==> src/core/rpc_defines.svh <==
`ifndef RPC_DEFINES_SVH
`define RPC_DEFINES_SVH
// Clock rate and time pulse timing
`define RPC_CLK_HZ      250000000
`define RPC_PULSE_HZ    1
`define RPC_PERIOD_CYC  (`RPC_CLK_HZ / `RPC_PULSE_HZ)
`define RPC_PW_NS       4200
`define RPC_PW_CYC      ((`RPC_PW_NS * (`RPC_CLK_HZ / 1000000)) / 1000)
`define RPC_RPT_MS      500
`define RPC_RPT_CYC     (`RPC_RPT_MS * (`RPC_CLK_HZ / 1000))
// Serial port defaults
`define RPC_BAUD_A      38400
`define RPC_BAUD_B      4800
`define RPC_DIV_A       (`RPC_CLK_HZ / `RPC_BAUD_A)
`define RPC_DIV_B       (`RPC_CLK_HZ / `RPC_BAUD_B)
// Register byte offsets
`define RPC_OFF_CTRL    8'h00
`define RPC_OFF_PW      8'h04
`define RPC_OFF_CDLY    8'h08
`define RPC_OFF_DIVA    8'h0C
`define RPC_OFF_DIVB    8'h10
`define RPC_OFF_STAT    8'h14
`define RPC_OFF_IST     8'h18
`define RPC_OFF_IMSK    8'h1C
`define RPC_OFF_TXA     8'h20
`define RPC_OFF_TXB     8'h24
`define RPC_OFF_RXA     8'h28
`define RPC_OFF_RXB     8'h2C
`define RPC_OFF_SECS    8'h30
// Control fields and reset value
`define RPC_CTRL_POL    0
`define RPC_CTRL_FIX    1
`define RPC_CTRL_MODE   4
`define RPC_CTRL_PRA    8
`define RPC_CTRL_PRB    10
`define RPC_CTRL_RST    32'h0000_0800
// Interrupt status bits
`define RPC_IRQ_PULSE   0
`define RPC_IRQ_RXA     1
`define RPC_IRQ_RXB     2
`define RPC_IRQ_ANT     3
// Status fields
`define RPC_STAT_SBY    2
`define RPC_STAT_TXA    3
`endif

==> src/core/rpc_pkg.sv <==
package rpc_pkg;
   typedef enum logic [1:0] {ANT_OPEN, ANT_NORMAL, ANT_SHORT, ANT_UNDEF} rpc_ant_t;
   typedef enum logic [1:0] {PROTO_BIN, PROTO_ASCII, PROTO_NAV} rpc_proto_t;
   typedef enum logic [1:0] {PM_ALWAYS, PM_FIX_ONLY, PM_OFF} rpc_pmode_t;
   typedef enum logic [1:0] {RX_IDLE, RX_START, RX_DATA, RX_STOP} rpc_rx_st_t;
endpackage

==> src/core/rpc_top.sv <==
// The AXI4-Lite register port and the register offsets were chosen for this implementation.
`timescale 1ns/1ps
`include "rpc_defines.svh"
module rpc_top #(
   parameter int PERIOD    = `RPC_PERIOD_CYC,
   parameter int RPT_LIMIT = `RPC_RPT_CYC
) (
   input  logic             clk,
   input  logic             rst_b,
   input  logic [7:0]       s_axi_awaddr,
   input  logic             s_axi_awvalid,
   output logic             s_axi_awready,
   input  logic [31:0]      s_axi_wdata,
   input  logic [3:0]       s_axi_wstrb,
   input  logic             s_axi_wvalid,
   output logic             s_axi_wready,
   output logic [1:0]       s_axi_bresp,
   output logic             s_axi_bvalid,
   input  logic             s_axi_bready,
   input  logic [7:0]       s_axi_araddr,
   input  logic             s_axi_arvalid,
   output logic             s_axi_arready,
   output logic [31:0]      s_axi_rdata,
   output logic [1:0]       s_axi_rresp,
   output logic             s_axi_rvalid,
   input  logic             s_axi_rready,
   input  logic             hw_reset_n,
   input  logic             run_not_sleep,
   input  logic             ant_ovc_sense,
   input  logic             ant_noc_sense,
   output logic             ext_amp_power_off,
   output logic             one_hz_time_pulse,
   output rpc_pkg::rpc_ant_t ant_status,
   input  logic             rxd_a,
   output logic             txd_a,
   input  logic             rxd_b,
   output logic             txd_b,
   output logic             irq
);
   import rpc_pkg::*;

   ////////////////////////////////////////////////////////////////////
   logic [1:0]  hw_q_r;
   logic        rst_core_b;
   logic [1:0]  run_q_r;
   logic [1:0]  ovc_q_r;
   logic [1:0]  noc_q_r;
   logic        run_r;
   rpc_ant_t    ant_r;
   rpc_ant_t    ant_nxt;
   logic [31:0] ctrl_r;
   logic [27:0] pw_r;
   logic [27:0] cdly_r;
   logic [15:0] div_r [2];
   logic [3:0]  ist_r;
   logic [3:0]  imsk_r;
   logic [3:0]  ist_set;
   logic [3:0]  ist_clr;
   logic [31:0] wm;
   logic        wr_en;
   logic        wr_hit;
   logic [31:0] rd_nxt;
   logic        rd_hit;
   logic [27:0] sec_cnt_r;
   logic [28:0] win_end;
   logic        pulse_en;
   logic        act_nxt;
   logic        act_r;
   logic        pulse_rise;
   logic [31:0] secs_r;
   logic        rpt_pend_r;
   logic [26:0] rpt_age_r;
   logic        rpt_go;
   logic        wr_tx [2];
   logic        tx_load [2];
   logic [7:0]  tx_byte [2];
   logic [9:0]  tsh_r [2];
   logic [3:0]  tbit_r [2];
   logic [15:0] tcnt_r [2];
   logic        tbusy_r [2];
   logic [1:0]  rxq_r [2];
   rpc_rx_st_t  rxs_r [2];
   logic [15:0] rcnt_r [2];
   logic [2:0]  rbit_r [2];
   logic [7:0]  rsh_r [2];
   logic [7:0]  rx_data_r [2];
   logic        rx_evt_r [2];

   ////////////////////////////////////////////////////////////////////
   // Reset pin synchronised, then merged into the core reset
   always_ff @(posedge clk or negedge rst_b) begin
      if (!rst_b) begin
         hw_q_r <= 2'h0;
      end else begin
         hw_q_r <= {hw_q_r[0], hw_reset_n};
      end
   end
   // Whole device restarts while the pin is low
   assign rst_core_b = rst_b & hw_q_r[1];

   // Run and antenna pins settle through two stages
   always_ff @(posedge clk or negedge rst_core_b) begin
      if (!rst_core_b) begin
         run_q_r <= 2'h0;
         ovc_q_r <= 2'h3;
         noc_q_r <= 2'h3;
      end else begin
         run_q_r <= {run_q_r[0], run_not_sleep};
         ovc_q_r <= {ovc_q_r[0], ant_ovc_sense};
         noc_q_r <= {noc_q_r[0], ant_noc_sense};
      end
   end

   ////////////////////////////////////////////////////////////////////
   // Antenna truth table; an unpowered sense line idles high (open)
   always_comb begin
      case ({ovc_q_r[1], noc_q_r[1]})
         2'b11:   ant_nxt = ANT_OPEN;
         2'b10:   ant_nxt = ANT_NORMAL;
         2'b00:   ant_nxt = ANT_SHORT;
         default: ant_nxt = ANT_UNDEF;
      endcase
   end

   // Standby state and amplifier switch
   always_ff @(posedge clk or negedge rst_core_b) begin
      if (!rst_core_b) begin
         run_r             <= 1'b0;
         ext_amp_power_off <= 1'b1;
         ant_r             <= ANT_OPEN;
      end else begin
         run_r             <= run_q_r[1];
         ext_amp_power_off <= ~run_q_r[1];
         ant_r             <= ant_nxt;
      end
   end
   assign ant_status = ant_r;

   ////////////////////////////////////////////////////////////////////
   // Write channel: address and data taken together
   assign wr_en         = s_axi_awvalid & s_axi_wvalid & ~s_axi_bvalid;
   assign s_axi_awready = wr_en;
   assign s_axi_wready  = wr_en;
   assign wm = {{8{s_axi_wstrb[3]}}, {8{s_axi_wstrb[2]}},
                {8{s_axi_wstrb[1]}}, {8{s_axi_wstrb[0]}}};
   assign wr_hit = (s_axi_awaddr <= `RPC_OFF_SECS) && (s_axi_awaddr[1:0] == 2'h0);
   assign wr_tx[0] = wr_en && s_axi_awaddr == `RPC_OFF_TXA && s_axi_wstrb[0];
   assign wr_tx[1] = wr_en && s_axi_awaddr == `RPC_OFF_TXB && s_axi_wstrb[0];
   assign ist_clr = (wr_en && s_axi_awaddr == `RPC_OFF_IST) ? (s_axi_wdata[3:0] & wm[3:0])
                                                            : 4'h0;

   // Software settings, byte lanes honoured
   always_ff @(posedge clk or negedge rst_core_b) begin
      if (!rst_core_b) begin
         ctrl_r   <= `RPC_CTRL_RST;
         pw_r     <= 28'(`RPC_PW_CYC);
         cdly_r   <= 28'h000_0000;
         div_r[0] <= 16'(`RPC_DIV_A);
         div_r[1] <= 16'(`RPC_DIV_B);
         imsk_r   <= 4'h0;
      end else if (wr_en) begin
         case (s_axi_awaddr)
            `RPC_OFF_CTRL: ctrl_r <= (ctrl_r & ~wm) | (s_axi_wdata & wm);
            `RPC_OFF_PW:   pw_r   <= (pw_r & ~wm[27:0]) | (s_axi_wdata[27:0] & wm[27:0]);
            `RPC_OFF_CDLY: cdly_r <= (cdly_r & ~wm[27:0]) | (s_axi_wdata[27:0] & wm[27:0]);
            `RPC_OFF_DIVA: div_r[0] <= (div_r[0] & ~wm[15:0]) | (s_axi_wdata[15:0] & wm[15:0]);
            `RPC_OFF_DIVB: div_r[1] <= (div_r[1] & ~wm[15:0]) | (s_axi_wdata[15:0] & wm[15:0]);
            `RPC_OFF_IMSK: imsk_r <= (imsk_r & ~wm[3:0]) | (s_axi_wdata[3:0] & wm[3:0]);
            default: ;
         endcase
      end
   end

   // Write response, error for unmapped words
   always_ff @(posedge clk or negedge rst_core_b) begin
      if (!rst_core_b) begin
         s_axi_bvalid <= 1'b0;
         s_axi_bresp  <= 2'h0;
      end else if (wr_en) begin
         s_axi_bvalid <= 1'b1;
         s_axi_bresp  <= wr_hit ? 2'h0 : 2'h2;
      end else if (s_axi_bready) begin
         s_axi_bvalid <= 1'b0;
      end
   end

   ////////////////////////////////////////////////////////////////////
   // Read mux
   always_comb begin
      rd_hit = 1'b1;
      rd_nxt = 32'h0000_0000;
      case (s_axi_araddr)
         `RPC_OFF_CTRL: rd_nxt = ctrl_r;
         `RPC_OFF_PW:   rd_nxt = {4'h0, pw_r};
         `RPC_OFF_CDLY: rd_nxt = {4'h0, cdly_r};
         `RPC_OFF_DIVA: rd_nxt = {16'h0000, div_r[0]};
         `RPC_OFF_DIVB: rd_nxt = {16'h0000, div_r[1]};
         `RPC_OFF_STAT: rd_nxt = {27'h000_0000, tbusy_r[1], tbusy_r[0], ~run_r, ant_r};
         `RPC_OFF_IST:  rd_nxt = {28'h000_0000, ist_r};
         `RPC_OFF_IMSK: rd_nxt = {28'h000_0000, imsk_r};
         `RPC_OFF_TXA:  rd_nxt = 32'h0000_0000;
         `RPC_OFF_TXB:  rd_nxt = 32'h0000_0000;
         `RPC_OFF_RXA:  rd_nxt = {24'h00_0000, rx_data_r[0]};
         `RPC_OFF_RXB:  rd_nxt = {24'h00_0000, rx_data_r[1]};
         `RPC_OFF_SECS: rd_nxt = secs_r;
         default:       rd_hit = 1'b0;
      endcase
   end

   // One read in flight; data held until taken
   assign s_axi_arready = ~s_axi_rvalid;
   always_ff @(posedge clk or negedge rst_core_b) begin
      if (!rst_core_b) begin
         s_axi_rvalid <= 1'b0;
         s_axi_rdata  <= 32'h0000_0000;
         s_axi_rresp  <= 2'h0;
      end else if (s_axi_arvalid && !s_axi_rvalid) begin
         s_axi_rvalid <= 1'b1;
         s_axi_rdata  <= rd_nxt;
         s_axi_rresp  <= rd_hit ? 2'h0 : 2'h2;
      end else if (s_axi_rready) begin
         s_axi_rvalid <= 1'b0;
      end
   end

   ////////////////////////////////////////////////////////////////////
   // Second counter; frozen in standby
   always_ff @(posedge clk or negedge rst_core_b) begin
      if (!rst_core_b) begin
         sec_cnt_r <= 28'h000_0000;
      end else if (run_r) begin
         sec_cnt_r <= (sec_cnt_r == 28'(PERIOD - 1)) ? 28'h000_0000 : sec_cnt_r + 28'h1;
      end
   end

   // Window after the cable delay; a window past the second end is cut
   assign win_end  = {1'b0, cdly_r} + {1'b0, pw_r};
   assign pulse_en = run_r && (rpc_pmode_t'(ctrl_r[`RPC_CTRL_MODE +: 2]) == PM_ALWAYS ||
                     (rpc_pmode_t'(ctrl_r[`RPC_CTRL_MODE +: 2]) == PM_FIX_ONLY &&
                      ctrl_r[`RPC_CTRL_FIX]));
   assign act_nxt  = pulse_en && sec_cnt_r >= cdly_r && {1'b0, sec_cnt_r} < win_end;
   assign pulse_rise = act_nxt & ~act_r;

   // Pulse output registered, polarity applied last
   always_ff @(posedge clk or negedge rst_core_b) begin
      if (!rst_core_b) begin
         act_r             <= 1'b0;
         one_hz_time_pulse <= 1'b0;
         secs_r            <= 32'h0000_0000;
      end else begin
         act_r             <= act_nxt;
         one_hz_time_pulse <= act_nxt ^ ctrl_r[`RPC_CTRL_POL];
         if (pulse_rise) begin
            secs_r <= secs_r + 32'h1;
         end
      end
   end

   ////////////////////////////////////////////////////////////////////
   // Time report byte on port A; stale reports are dropped, not sent late
   assign rpt_go = rpt_pend_r & ~tbusy_r[0] & ~wr_tx[0];
   always_ff @(posedge clk or negedge rst_core_b) begin
      if (!rst_core_b) begin
         rpt_pend_r <= 1'b0;
         rpt_age_r  <= 27'h000_0000;
      end else if (pulse_rise) begin
         rpt_pend_r <= 1'b1;
         rpt_age_r  <= 27'h000_0000;
      end else if (rpt_go || rpt_age_r == 27'(RPT_LIMIT - 1)) begin
         rpt_pend_r <= 1'b0;
      end else if (rpt_pend_r) begin
         rpt_age_r <= rpt_age_r + 27'h1;
      end
   end
   assign tx_load[0] = wr_tx[0] | rpt_go;
   assign tx_byte[0] = wr_tx[0] ? s_axi_wdata[7:0] : secs_r[7:0];
   assign tx_load[1] = wr_tx[1];
   assign tx_byte[1] = s_axi_wdata[7:0];

   ////////////////////////////////////////////////////////////////////
   // Serial ports: fixed 8N1 framing, divisor sets the baud
   for (genvar g = 0; g < 2; g++) begin : g_port
      // Transmitter; a byte written while busy is dropped
      always_ff @(posedge clk or negedge rst_core_b) begin
         if (!rst_core_b) begin
            tsh_r[g]   <= 10'h3FF;
            tbit_r[g]  <= 4'h0;
            tcnt_r[g]  <= 16'h0000;
            tbusy_r[g] <= 1'b0;
         end else if (!tbusy_r[g]) begin
            if (tx_load[g]) begin
               tsh_r[g]   <= {1'b1, tx_byte[g], 1'b0};
               tbit_r[g]  <= 4'h0;
               tcnt_r[g]  <= 16'h0000;
               tbusy_r[g] <= 1'b1;
            end
         end else if (tcnt_r[g] == div_r[g] - 16'h1) begin
            tcnt_r[g] <= 16'h0000;
            tsh_r[g]  <= {1'b1, tsh_r[g][9:1]};
            tbit_r[g] <= tbit_r[g] + 4'h1;
            if (tbit_r[g] == 4'h9) begin
               tbusy_r[g] <= 1'b0;
            end
         end else begin
            tcnt_r[g] <= tcnt_r[g] + 16'h1;
         end
      end

      // Receiver; samples mid-bit, drops frames with a bad stop bit
      always_ff @(posedge clk or negedge rst_core_b) begin
         if (!rst_core_b) begin
            rxq_r[g]     <= 2'h3;
            rxs_r[g]     <= RX_IDLE;
            rcnt_r[g]    <= 16'h0000;
            rbit_r[g]    <= 3'h0;
            rsh_r[g]     <= 8'h00;
            rx_data_r[g] <= 8'h00;
            rx_evt_r[g]  <= 1'b0;
         end else begin
            rxq_r[g]    <= {rxq_r[g][0], (g == 0) ? rxd_a : rxd_b};
            rx_evt_r[g] <= 1'b0;
            rcnt_r[g]   <= rcnt_r[g] + 16'h1;
            case (rxs_r[g])
               RX_IDLE: begin
                  rcnt_r[g] <= 16'h0000;
                  if (!rxq_r[g][1]) begin
                     rxs_r[g] <= RX_START;
                  end
               end
               RX_START: begin
                  if (rcnt_r[g] == {1'b0, div_r[g][15:1]}) begin
                     rcnt_r[g] <= 16'h0000;
                     rbit_r[g] <= 3'h0;
                     rxs_r[g]  <= rxq_r[g][1] ? RX_IDLE : RX_DATA;
                  end
               end
               RX_DATA: begin
                  if (rcnt_r[g] == div_r[g] - 16'h1) begin
                     rcnt_r[g] <= 16'h0000;
                     rsh_r[g]  <= {rxq_r[g][1], rsh_r[g][7:1]};
                     rbit_r[g] <= rbit_r[g] + 3'h1;
                     if (rbit_r[g] == 3'h7) begin
                        rxs_r[g] <= RX_STOP;
                     end
                  end
               end
               RX_STOP: begin
                  if (rcnt_r[g] == div_r[g] - 16'h1) begin
                     rxs_r[g] <= RX_IDLE;
                     if (rxq_r[g][1]) begin
                        rx_data_r[g] <= rsh_r[g];
                        rx_evt_r[g]  <= 1'b1;
                     end
                  end
               end
               default: rxs_r[g] <= RX_IDLE;
            endcase
         end
      end
   end
   assign txd_a = tsh_r[0][0];
   assign txd_b = tsh_r[1][0];

   ////////////////////////////////////////////////////////////////////
   // Sticky events; a set in the clear cycle survives
   assign ist_set = {ant_nxt != ant_r, rx_evt_r[1], rx_evt_r[0], pulse_rise};
   always_ff @(posedge clk or negedge rst_core_b) begin
      if (!rst_core_b) begin
         ist_r <= 4'h0;
         irq   <= 1'b0;
      end else begin
         ist_r <= (ist_r & ~ist_clr) | ist_set;
         irq   <= |(((ist_r & ~ist_clr) | ist_set) & imsk_r);
      end
   end
endmodule

==> config.mk <==
export PLATFORM = sky130hd
export DESIGN_NAME = rpc_top
export DESIGN_NICKNAME = d
export VERILOG_FILES = /design/src/core/rpc_pkg.sv /design/src/core/rpc_top.sv
export VERILOG_INCLUDE_DIRS = /design/src /design/src/core
export SDC_FILE = /design/constraint.sdc
export NUM_CORES = 1
export LEC_CHECK = 0
export ABC_AREA = 1
export BUFFER_PORTS_ARGS = -buffer_cell sky130_fd_sc_hd__buf_2
export CAP_MARGIN = 20
export CELL_PAD_IN_SITES_DETAIL_PLACEMENT = 1
export CELL_PAD_IN_SITES_GLOBAL_PLACEMENT = 2
export CORE_MARGIN = 1
export CORE_UTILIZATION = 40
export DETAILED_ROUTE_END_ITERATION = 12
export PLACE_DENSITY_LB_ADDON = 0.1
export SYNTH_ARGS = -nofsm -noshare
export SYNTH_HDL_FRONTEND = slang
export SYNTH_SLANG_ARGS = --single-unit
export TNS_END_PERCENT = 50
==> constraint.sdc <==
create_clock -name clk -period 25.3 [get_ports clk]
set_input_delay 2.53 -clock clk [delete_from_list [all_inputs] [get_ports clk]]
set_output_delay 2.53 -clock clk [all_outputs]
set_load 0.01 [all_outputs]
==> flow_summary.json, run 1 <==
{
  "multi_input_area_mm2": 0.01295,
  "end_kind": "output pin",
  "drt_wl_total_um": 87940,
  "irDropWorstVdd_v": 0.00005214,
  "syn_area_per_cell_um2": 7.477,
  "stdcell_count": 4342,
  "dr_total_vias": 23340,
  "post-dp-hpwl_um": 67880,
  "synth_seq_area_share_pct": 40.72,
  "clkTransAtPathRegs_ns": 0.05,
  "status": "completed",
  "grt_overflow": 0,
  "critical_path_class": "in2out",
  "dp_cells": 4246,
  "ys.flop_type": "dfrtp_1",
  "fin_nets": 3630,
  "ys_top_cells_by_count": "nand2_1, inv_1, dfrtp_1",
  "p_leak_nw": 13.59,
  "setup_tns_ns": 0,
  "post-synth-top-area-fraction_pct": 35.50,
  "yosys_warnings": 0,
  "met2_length_um": 40060,
  "worst_pin_slew_ns": 1.125,
  "wl_per_cell_um": 20.25,
  "hold_violations": 0,
  "die_y_um": 252.8,
  "power_density_mw_per_mm2": 61.66,
  "async_reset_ff_share_pct": 100.0,
  "core.rowCount": 91,
  "seqCellArea_mm2": 0.01025,
  "ios": 113,
  "setup_viol": 0,
  "fmax_mhz": 171.1,
  "m1WireLength_um": 41930,
  "start_kind": "input pin",
  "clock_path_buffers": 3,
  "grt_pass1_vias": 24130,
  "top_layer": "met4",
  "ctsHoldBuffers": 0,
  "synth_most_common_cell": "nand2_1",
  "yosys.area.top_type": "dfrtp_1",
  "post_cts_resized": 0,
  "grt_antenna_before_repair": 1,
  "cts-buffers-inserted": 49,
  "required_ns": 22.77,
  "critPathArrivalTime_ns": 3.31,
  "clk_latency_ns": 0.60,
  "first_pass_iters": 5,
  "grt_max_degree": 77,
  "finClkSkew_ns": 0.01492,
  "synth_cells": 3366,
  "port_buffers": 110,
  "core_area_mm2": 0.06194,
  "layout-drive-gt1-share_pct": 10.39,
  "fillers": 7782,
  "synth.distinct_cells": 55,
  "clkSinkCount": 407,
  "postRouteAntennaNets": 0,
  "grt_usage_pct": 27.85,
  "worstPathMaxFanout": 20,
  "rsz0062_at_grt": "false",
  "dieArea_mm2": 0.06392,
  "viasPerCell": 5.374,
  "cts_setup_buffers": 0,
  "drtIter0Drc": 1534,
  "fin_crit_ns": 5.844,
  "synth_area_mm2": 0.02517,
  "synth_edf_count": 0,
  "area_growth_pct": 12.16,
  "min_period_over_period_pct": 23.10,
  "cts-root-buf": "clkbuf_16",
  "gp_congestion": 0.9248,
  "die_w_um": 252.8,
  "cts_max_level": 2,
  "ys_ff_latch": 407,
  "yosys-top-cells-area": "dfrtp_1, nand2_1, inv_1",
  "grt_pass1_wl_um": 138800,
  "finalMaxSlewViolations": 0,
  "post-route-drc-count": 0,
  "hold_class": "reg2reg",
  "max-slew-margin-rel_pct": 24.39,
  "start_util_pct": 40.63,
  "cts_tree": "done",
  "maxCapViolCount": 0,
  "dr_wl_met3_um": 3966
}
[area by class of cell]
class | instances | area share (%)
clock buffers | 70 | 5.271
diodes | 2 | 0.01773
inverters | 417 | 5.572
clock inverters | 22 | 0.7181
multi-input cells | 2462 | 45.89
flip-flops and latches | 407 | 36.30
well taps | 837 | 3.710
repair buffers | 125 | 2.518
[power by group]
group	internal (mW)	switching, mW	leakage (nW)
clock network	0.439	0.305	0.838
registers	0.683	0.0392	5.34
logic	0.0895	0.184	7.42
total	1.21	0.529	13.6
[layout by cell type, fill, tap and decap left out, types with 22 or more instances in the layout]
cell	count
a21oi_1	86
buf_2	110
clkbuf_16	51
dfrtp_1	357
dfstp_2	50
ha_1	102
inv_1	406
nand2_1	960
nand3_1	220
nand3b_1	22
nand4_1	78
nor2_1	253
nor2_2	24
nor2_4	23
nor3_1	74
nor4_1	32
o21ai_0	263
xnor2_1	30
xor2_1	119
[worst paths after layout]
| kind | cells past startpoint | startpoint | to | slack, ns |
|---|---|---|---|---|
| max | 5 | s_axi_wvalid | s_axi_awready | 19.46 |
| min | 0 | run_q_r[0]$_DFF_PN0_ | run_q_r[1]$_DFF_PN0_ | 0.35 |
| max reg2reg | 26 | flop | secs_r[26]$_DFFE_PN0N_ | 20.21 |
| min reg2reg | 0 | run_q_r[0]$_DFF_PN0_ | run_q_r[1]$_DFF_PN0_ | 0.35 |
| max in group asynchronous | 5 | rst_b | async pin | 20.91 |
| min in group asynchronous | 2 | hw_q_r[1]$_DFF_PN0_ | tbit_r[3]$_DFFE_PN0P_ | 0.38 |
[kinds of logic after synthesis]
family                   after synthesis  synth area share (%)
AO/OA/AOI/OAI                        468                 10.40
XOR/XNOR                             149                 5.185
adder cells (fa/ha/maj)              103                 5.151
buffers and inverters                498                 7.895
flip-flops                           407                 40.72
multiplexers                           4                0.1790
other                                  1               0.01490
AND/OR/NAND/NOR                     1736                 30.46
[critical path, cell delays in order]
cell and delay (ns):
buf_2 0.08, nand3_1 0.15, clkinv_1 0.08, buf_4 0.26, buf_2 0.19
[routing by layer]
| layer | up-vias | GRT usage (%) |
|---|---|---|
| li1 | 11180 | - |
| met1 | 11600 | 39.69 |
| met2 | 467 | 44.70 |
| met3 | 91 | 3.475 |
| met4 | 0 | 6.753 |
| met5 | - | 0 |
[metrics by stage]
step	instance area [um2]	setup WS (ns)	util [%]	total power [mW]	hold slack (ns)
2_1_floorplan	25170	11.57	-	0.9121	0.3312
3_3_place_gp	26460	19.46	42.72	0.9916	0.3445
3_5_place_dp	26490	19.45	42.76	1.009	0.3403
4_1_cts	28180	19.46	45.49	1.761	0.3568
5_1_grt	28220	19.36	45.56	1.819	0.3565
6_report	28230	19.46	45.57	1.740	0.3536
(Power assumes the default switching activity.)
==> run 2: changes to the inputs <==
ABC_AREA = 0   (was 1)
CORE_UTILIZATION = 41   (was 40)
clock period = 5.4 ns   (was 25.3 ns; I/O delays follow)
==> run 2 against run 1 <==
Compared with the run above: clock power grew to 4.4 times the previous value; sequential power grew to 5.1 times the previous value; die area shrank 8.1%; cell area shrank 5.8%; flip-flop and latch count is the same; combinational power grew to 5.0 times the previous value; hold slack lost 0.32 ns; global-route usage shrank 2.8 points; area after synthesis shrank 5.9%; largest cell class unchanged; largest power group is now registers.
==> flow_summary.json, run 2 <==
{
  "required_ns": 5.90,
  "cts_max_level": 2,
  "critPathArrivalTime_ns": 5.42,
  "post-route-drc-count": 0,
  "dr_total_vias": 18530,
  "finalMaxSlewViolations": 0,
  "clkSinkCount": 407,
  "synth_cells": 2332,
  "grt_antenna_before_repair": 2,
  "clock_path_buffers": 3,
  "cts-buffers-inserted": 47,
  "final_common_cell": "dfrtp_1",
  "clk_latency_ns": 0.60,
  "p_sw_mw": 2.499,
  "synth_seq_area_share_pct": 43.26,
  "setup_slack_ns": 0.4783,
  "die_y_um": 242.4,
  "dieArea_mm2": 0.05874,
  "postRouteAntennaNets": 0,
  "min_to": "rxq_r[0]$_DFF_PN1_",
  "first_pass_iters": 7,
  "async_reset_ff_share_pct": 100.0,
  "holdPathStages": 1,
  "yosys.area.top_type": "dfrtp_1",
  "hold_class": "in2reg",
  "grt_pass1_wl_um": 115300,
  "finClkSkew_ns": 0.01511,
  "setup_tns_ns": 0,
  "ys_ff_latch": 407,
  "swShare_pct": 30.02,
  "end_kind": "flop",
  "p_leak_nw": 12.98,
  "fmax_mhz": 203.2,
  "synth_most_common_cell": "dfrtp_1",
  "syn_area_per_cell_um2": 10.16,
  "dpl_worst_slack_ns": 0.2076,
  "multi_input_area_mm2": 0.01267,
  "ios": 113,
  "synth.distinct_cells": 83,
  "p_int_mw": 5.825,
  "seqCellArea_mm2": 0.01025,
  "p_comb_share_pct": 16.4,
  "layout-drive-gt1-share_pct": 19.17,
  "irDropWorstVdd_v": 0.0002764,
  "critical_path_class": "reg2reg",
  "clkTransAtPathRegs_ns": 0.06,
  "synth_edf_count": 0,
  "drtIter0Drc": 1189,
  "post-synth-top-area-fraction_pct": 37.72,
  "worstPathMaxFanout": 16,
  "ys.flop_type": "dfrtp_1",
  "grt_usage_pct": 25.00,
  "cts_tree": "done",
  "ys_top_cells_by_count": "dfrtp_1, nand2_1, nor2_1",
  "yosys_warnings": 0,
  "rsz0062_at_grt": "false",
  "regToRegSetupSlack_ns": 0.48,
  "power_density_mw_per_mm2": 313.1,
  "start_kind": "flop",
  "utilization_pct": 46.88,
  "fillers": 6295,
  "maxCapViolCount": 0,
  "min_period_over_period_pct": 91.14,
  "core.rowCount": 87,
  "port_buffers": 110,
  "r2r-end": "secs_r[26]$_DFFE_PN0N_",
  "layout_common_cells": "dfrtp_1, nand2_1, mux2_2, nor2_1, xor2_1",
  "post-dp-hpwl_um": 53490,
  "worst_pin_slew_ns": 1.076,
  "yosys-top-cells-area": "dfrtp_1, mux2_2, dfstp_2",
  "synth_area_mm2": 0.02369,
  "viasPerCell": 5.812,
  "start_util_pct": 41.77,
  "grt_overflow": 0,
  "fin_nets": 2561,
  "status": "completed",
  "core_area_mm2": 0.05671,
  "die_w_um": 242.4,
  "gp_congestion": 0.8540,
  "grt_pass1_vias": 19470,
  "wl_per_cell_um": 22.72,
  "grt_max_degree": 158,
  "clkPwrFrac_pct": 39.5,
  "reg2regPathDepth": 20,
  "area_growth_pct": 12.24,
  "fin_crit_ns": 4.922,
  "min_from": "rxd_b",
  "hold_violations": 0,
  "drt_wl_total_um": 72450,
  "p_seq_share_pct": 44.1,
  "max-slew-margin-rel_pct": 28.19,
  "cts-root-buf": "clkbuf_16",
  "setup_viol": 0
}
## run 2: cell count changes in the layout (fill, tap and decap cells not counted), moves of 31 or more
| cell | change |
|---|---|
| nand4_1 | -38 |
| nor3_1 | -35 |
| mux2i_1 | +46 |
| nor2_1 | -107 |
| nand2_1 | -740 |
| and3_1 | +53 |
| xnor2_1 | +55 |
| inv_1 | -317 |
| nand3_1 | -108 |
| a22o_1 | +31 |
| mux2_2 | +145 |
| o21ai_0 | -196 |
## run 2: per-layer routing
layer / global-route usage, % / routed length [um]
met4: 6.888 / 1572
met1: 35.76 / 34070
met2: 39.61 / 33250
met5: 0 / 0
met3: 3.246 / 3550
## run 2: how the worst max path moves through the flow
stage               startpoint                      to  cells after the start
global route              flop  secs_r[19]$_DFFE_PN0N_                     22
global placement          flop           irq$_DFF_PN0_                     20
finish                    flop  secs_r[26]$_DFFE_PN0N_                     20
CTS                       flop  secs_r[26]$_DFFE_PN0N_                     21
detailed placement        flop  secs_r[26]$_DFFE_PN0N_                     20
floorplan                 flop  secs_r[31]$_DFFE_PN0N_                     20
## run 2: power by group through the flow
stage / sequential [mW] / combinational [mW] / clock [mW]
after floorplan: 3.55 / 1.00 / 0
after global placement: 3.71 / 1.28 / 0
after detailed placement: 3.72 / 1.34 / 0
after CTS: 3.67 / 1.35 / 3.36
after global routing: 3.72 / 1.53 / 3.48
final: 3.67 / 1.36 / 3.29
## run 2: final cells by class
type | instances | area share, %
multi-input cells | 1710 | 47.64
flip-flops and latches | 407 | 38.54
clock buffers | 69 | 5.148
well taps | 756 | 3.558
repair buffers | 138 | 3.017
inverters | 89 | 1.257
clock inverters | 18 | 0.8236
diodes | 1 | 0.009412
## run 2: critical path, cell delays in order (launching register included)
cell	delay [ns]
dfrtp_1	0.41
ha_1	0.42
a21oi_1	0.18
a21oi_1	0.09
a211oi_1	0.38
a21oi_1	0.23
o21ai_0	0.21
nand2_1	0.13
a2111o_1	0.43
o311a_1	0.13
ha_1	0.18
a21o_1	0.17
a21o_1	0.17
a21oi_1	0.19
nor2_1	0.06
a211oi_1	0.40
a211oi_4	0.13
buf_12	0.17
buf_4	0.19
nor4_2	0.33
xor2_1	0.23
## run 2: kinds of logic after synthesis
logic type	after synthesis	synth area share, %
DFF	407	43.26
other	1	0.01583
muxes	203	9.535
adders and majority gates	103	5.472
AOI/OAI and AO/OA	376	11.22
buffers and inverters	216	3.640
and+or+nand+nor	774	16.31
xor gates and xnor gates	252	10.54
## run 2: stage by stage
step / hold slack [ns] / std cells / cell area, um2 / total power [mW]
after floorplan: 0.2444 / 2333 / 23690 / 4.549
final: 0.03691 / 3188 / 26590 / 8.324
after detailed placement: 0.2990 / 3097 / 24930 / 5.063
after global routing: 0.01120 / 3187 / 26580 / 8.729
after global placement: 0.2788 / 3096 / 24920 / 4.994
after CTS: 0.002578 / 3185 / 26520 / 8.386
## run 2: timing repair
action,in CTS,in global routing
resized for setup,0,6
hold buffers,1,0
endpoints found under the setup margin,0,63
setup buffers,0,1
endpoints found under the hold margin,2,0
==> run 3: changes to the inputs <==
CORE_UTILIZATION = 40   (was 41)
==> run 3 against run 2 <==
Compared with the run above: global-route usage fell by 0.27 points; sequential share of layout area is 0.27 points lower; via count decreased by 0.93%; wire length is 1.2% higher; clock power up 8.2%; flip-flop and latch count did not move; sequential power is essentially flat; combinational power about the same; largest cell class unchanged.
==> flow_summary.json, run 3 (same netlist as run 2, synthesis figures left out) <==
{
  "status": "completed",
  "cts_max_level": 2,
  "reg2regPathDepth": 22,
  "wl_per_cell_um": 22.91,
  "fin_crit_ns": 4.973,
  "rsz0062_at_grt": "false",
  "irDropWorstVdd_v": 0.0002896,
  "critPathArrivalTime_ns": 5.52,
  "clock_path_buffers": 3,
  "cts-root-buf": "clkbuf_16",
  "post-dp-hpwl_um": 54490,
  "critical_path_class": "reg2reg",
  "cts-buffers-inserted": 48,
  "clkTransAtPathRegs_ns": 0.06,
  "grt_pass1_vias": 19400,
  "hold_violations": 0,
  "antenna_cells": 0,
  "layout_common_cells": "dfrtp_1, nand2_1, mux2_2, nor2_1, xor2_1",
  "start_kind": "flop",
  "p_int_mw": 6.053,
  "fmax_mhz": 201.1,
  "finalMaxSlewViolations": 0,
  "hold_class": "in2reg",
  "grt_usage_pct": 24.73,
  "r2r-end": "irq$_DFF_PN0_",
  "worst_pin_slew_ns": 1.103,
  "core_area_mm2": 0.05814,
  "multi_input_area_mm2": 0.01265,
  "fillers": 6422,
  "core.rowCount": 88,
  "power_density_mw_per_mm2": 321.1,
  "swShare_pct": 29.59,
  "holdPathStages": 1,
  "p_sw_mw": 2.543,
  "drtIter0Drc": 1033,
  "ios": 113,
  "cp-endpoint": "irq$_DFF_PN0_",
  "grt_pass1_wl_um": 115800,
  "die_y_um": 245.3,
  "drt_wl_total_um": 73340,
  "max-slew-margin-rel_pct": 26.48,
  "regToRegSetupSlack_ns": 0.43,
  "viasPerCell": 5.733,
  "first_pass_iters": 6,
  "setup_viol": 0,
  "gp_congestion": 0.8546,
  "area_growth_pct": 13.03,
  "p_seq_share_pct": 42.8,
  "dieArea_mm2": 0.06019,
  "seqCellArea_mm2": 0.01025,
  "finClkSkew_ns": 0.01218,
  "grt_antenna_before_repair": 0,
  "dr_total_vias": 18360,
  "final_common_cell": "dfrtp_1",
  "grt_overflow": 0,
  "setup_tns_ns": 0,
  "post-route-drc-count": 0,
  "clk_latency_ns": 0.61,
  "port_buffers": 110,
  "maxCapViolCount": 0,
  "p_leak_nw": 13.08,
  "layout-drive-gt1-share_pct": 19.20,
  "total_power_mw": 8.597,
  "required_ns": 5.95,
  "postRouteAntennaNets": 0,
  "clkSinkCount": 407,
  "clkPwrFrac_pct": 41.4,
  "worstPathMaxFanout": 31,
  "fin_nets": 2567,
  "end_kind": "flop",
  "grt_max_degree": 111,
  "cts_tree": "done",
  "p_comb_share_pct": 15.8,
  "die_w_um": 245.3,
  "start_util_pct": 40.74,
  "min_period_over_period_pct": 92.10
}
==> run 3: cell types whose count changed in the layout (fill, tap and decap cells not counted), sizes merged <==
cell / before / now
clkinv: 13 / 6
dlygate4sd3: 1 / 5
clkbuf: 70 / 73
buf: 136 / 138
bufinv: 4 / 6
inv: 89 / 91
diode: 1 / 0
==> run 3: critical path, cell delays in order, from the launching register on <==
cell and delay, ns:
dfrtp_1 0.41, ha_1 0.24, inv_1 0.08, fa_1 0.42, nor2b_1 0.21, o31ai_2 0.10, a31oi_2 0.28, o21a_1 0.19
o21a_1 0.14, o21a_1 0.15, nor4_1 0.05, a311oi_1 0.26, ha_1 0.28, and3_1 0.21, a221oi_1 0.25, o21ai_0 0.15
a211oi_1 0.24, a2111o_1 0.21, a211oi_4 0.07, buf_12 0.16, nor3_2 0.22, buf_4 0.39, a21o_1 0.17
==> run 3: area by class of cell <==
cell class	instances	share of cell area, %
clock buffer	73	5.515
clock inverter	15	0.9907
inverter	89	1.248
multi-input combinational	1710	47.24
sequential	407	38.27
tap	765	3.575
timing repair buffer	143	3.159
==> run 3: per-stage QoR <==
step	instances	cell area (um2)	hold slack [ns]	setup slack, ns	util (%)
after floorplan	2333	23690	0.2444	0.9082	-
after global placement	3105	24920	0.3317	0.3891	42.87
after detailed placement	3106	24930	0.3334	0.2316	42.88
after CTS	3199	26720	0.001882	0.1732	45.97
after global routing	3202	26770	0.02099	0.04660	46.05
final	3202	26770	0.03397	0.4265	46.05
==> run 3: how the worst min path moves through the flow <==
| stage | start | endpoint | slack (ns) |
|---|---|---|---|
| floorplan | rst_b | hw_q_r[0]$_DFF_PN0_ | 0.24 |
| global placement | rst_b | hw_q_r[1]$_DFF_PN0_ | 0.33 |
| detailed placement | rst_b | hw_q_r[0]$_DFF_PN0_ | 0.33 |
| CTS | hw_reset_n | hw_q_r[0]$_DFF_PN0_ | 0.002 |
| global route | run_not_sleep | run_q_r[0]$_DFF_PN0_ | 0.02 |
| finish | hw_reset_n | hw_q_r[0]$_DFF_PN0_ | 0.03 |
==> run 3: repair_timing <==
item                                    in CTS  in global routing
endpoints found under the setup margin       0                 57
buffers inserted                             0                  1
resized for setup                            0                  3
hold buffers                                 5                  0
hold endpoints to repair                     6                  0
==> run 3: routing by layer <==
layer	up-vias	global-route usage [%]	share of wire (%)
met5	-	0	0
met2	290	39.94	46
met3	86	2.608	3.1
met1	9462	35.23	48
li1	8518	-	-
met4	0	6.522	2.2
==> run 3: power groups by stage <==
| stage | logic (mW) | registers (mW) | clock network, mW |
|---|---|---|---|
| detailed placement | 1.34 | 3.73 | 0 |
| global route | 1.53 | 3.73 | 3.75 |
| global placement | 1.28 | 3.72 | 0 |
| finish | 1.36 | 3.68 | 3.56 |
| floorplan | 1.00 | 3.55 | 0 |
| CTS | 1.34 | 3.68 | 3.66 |
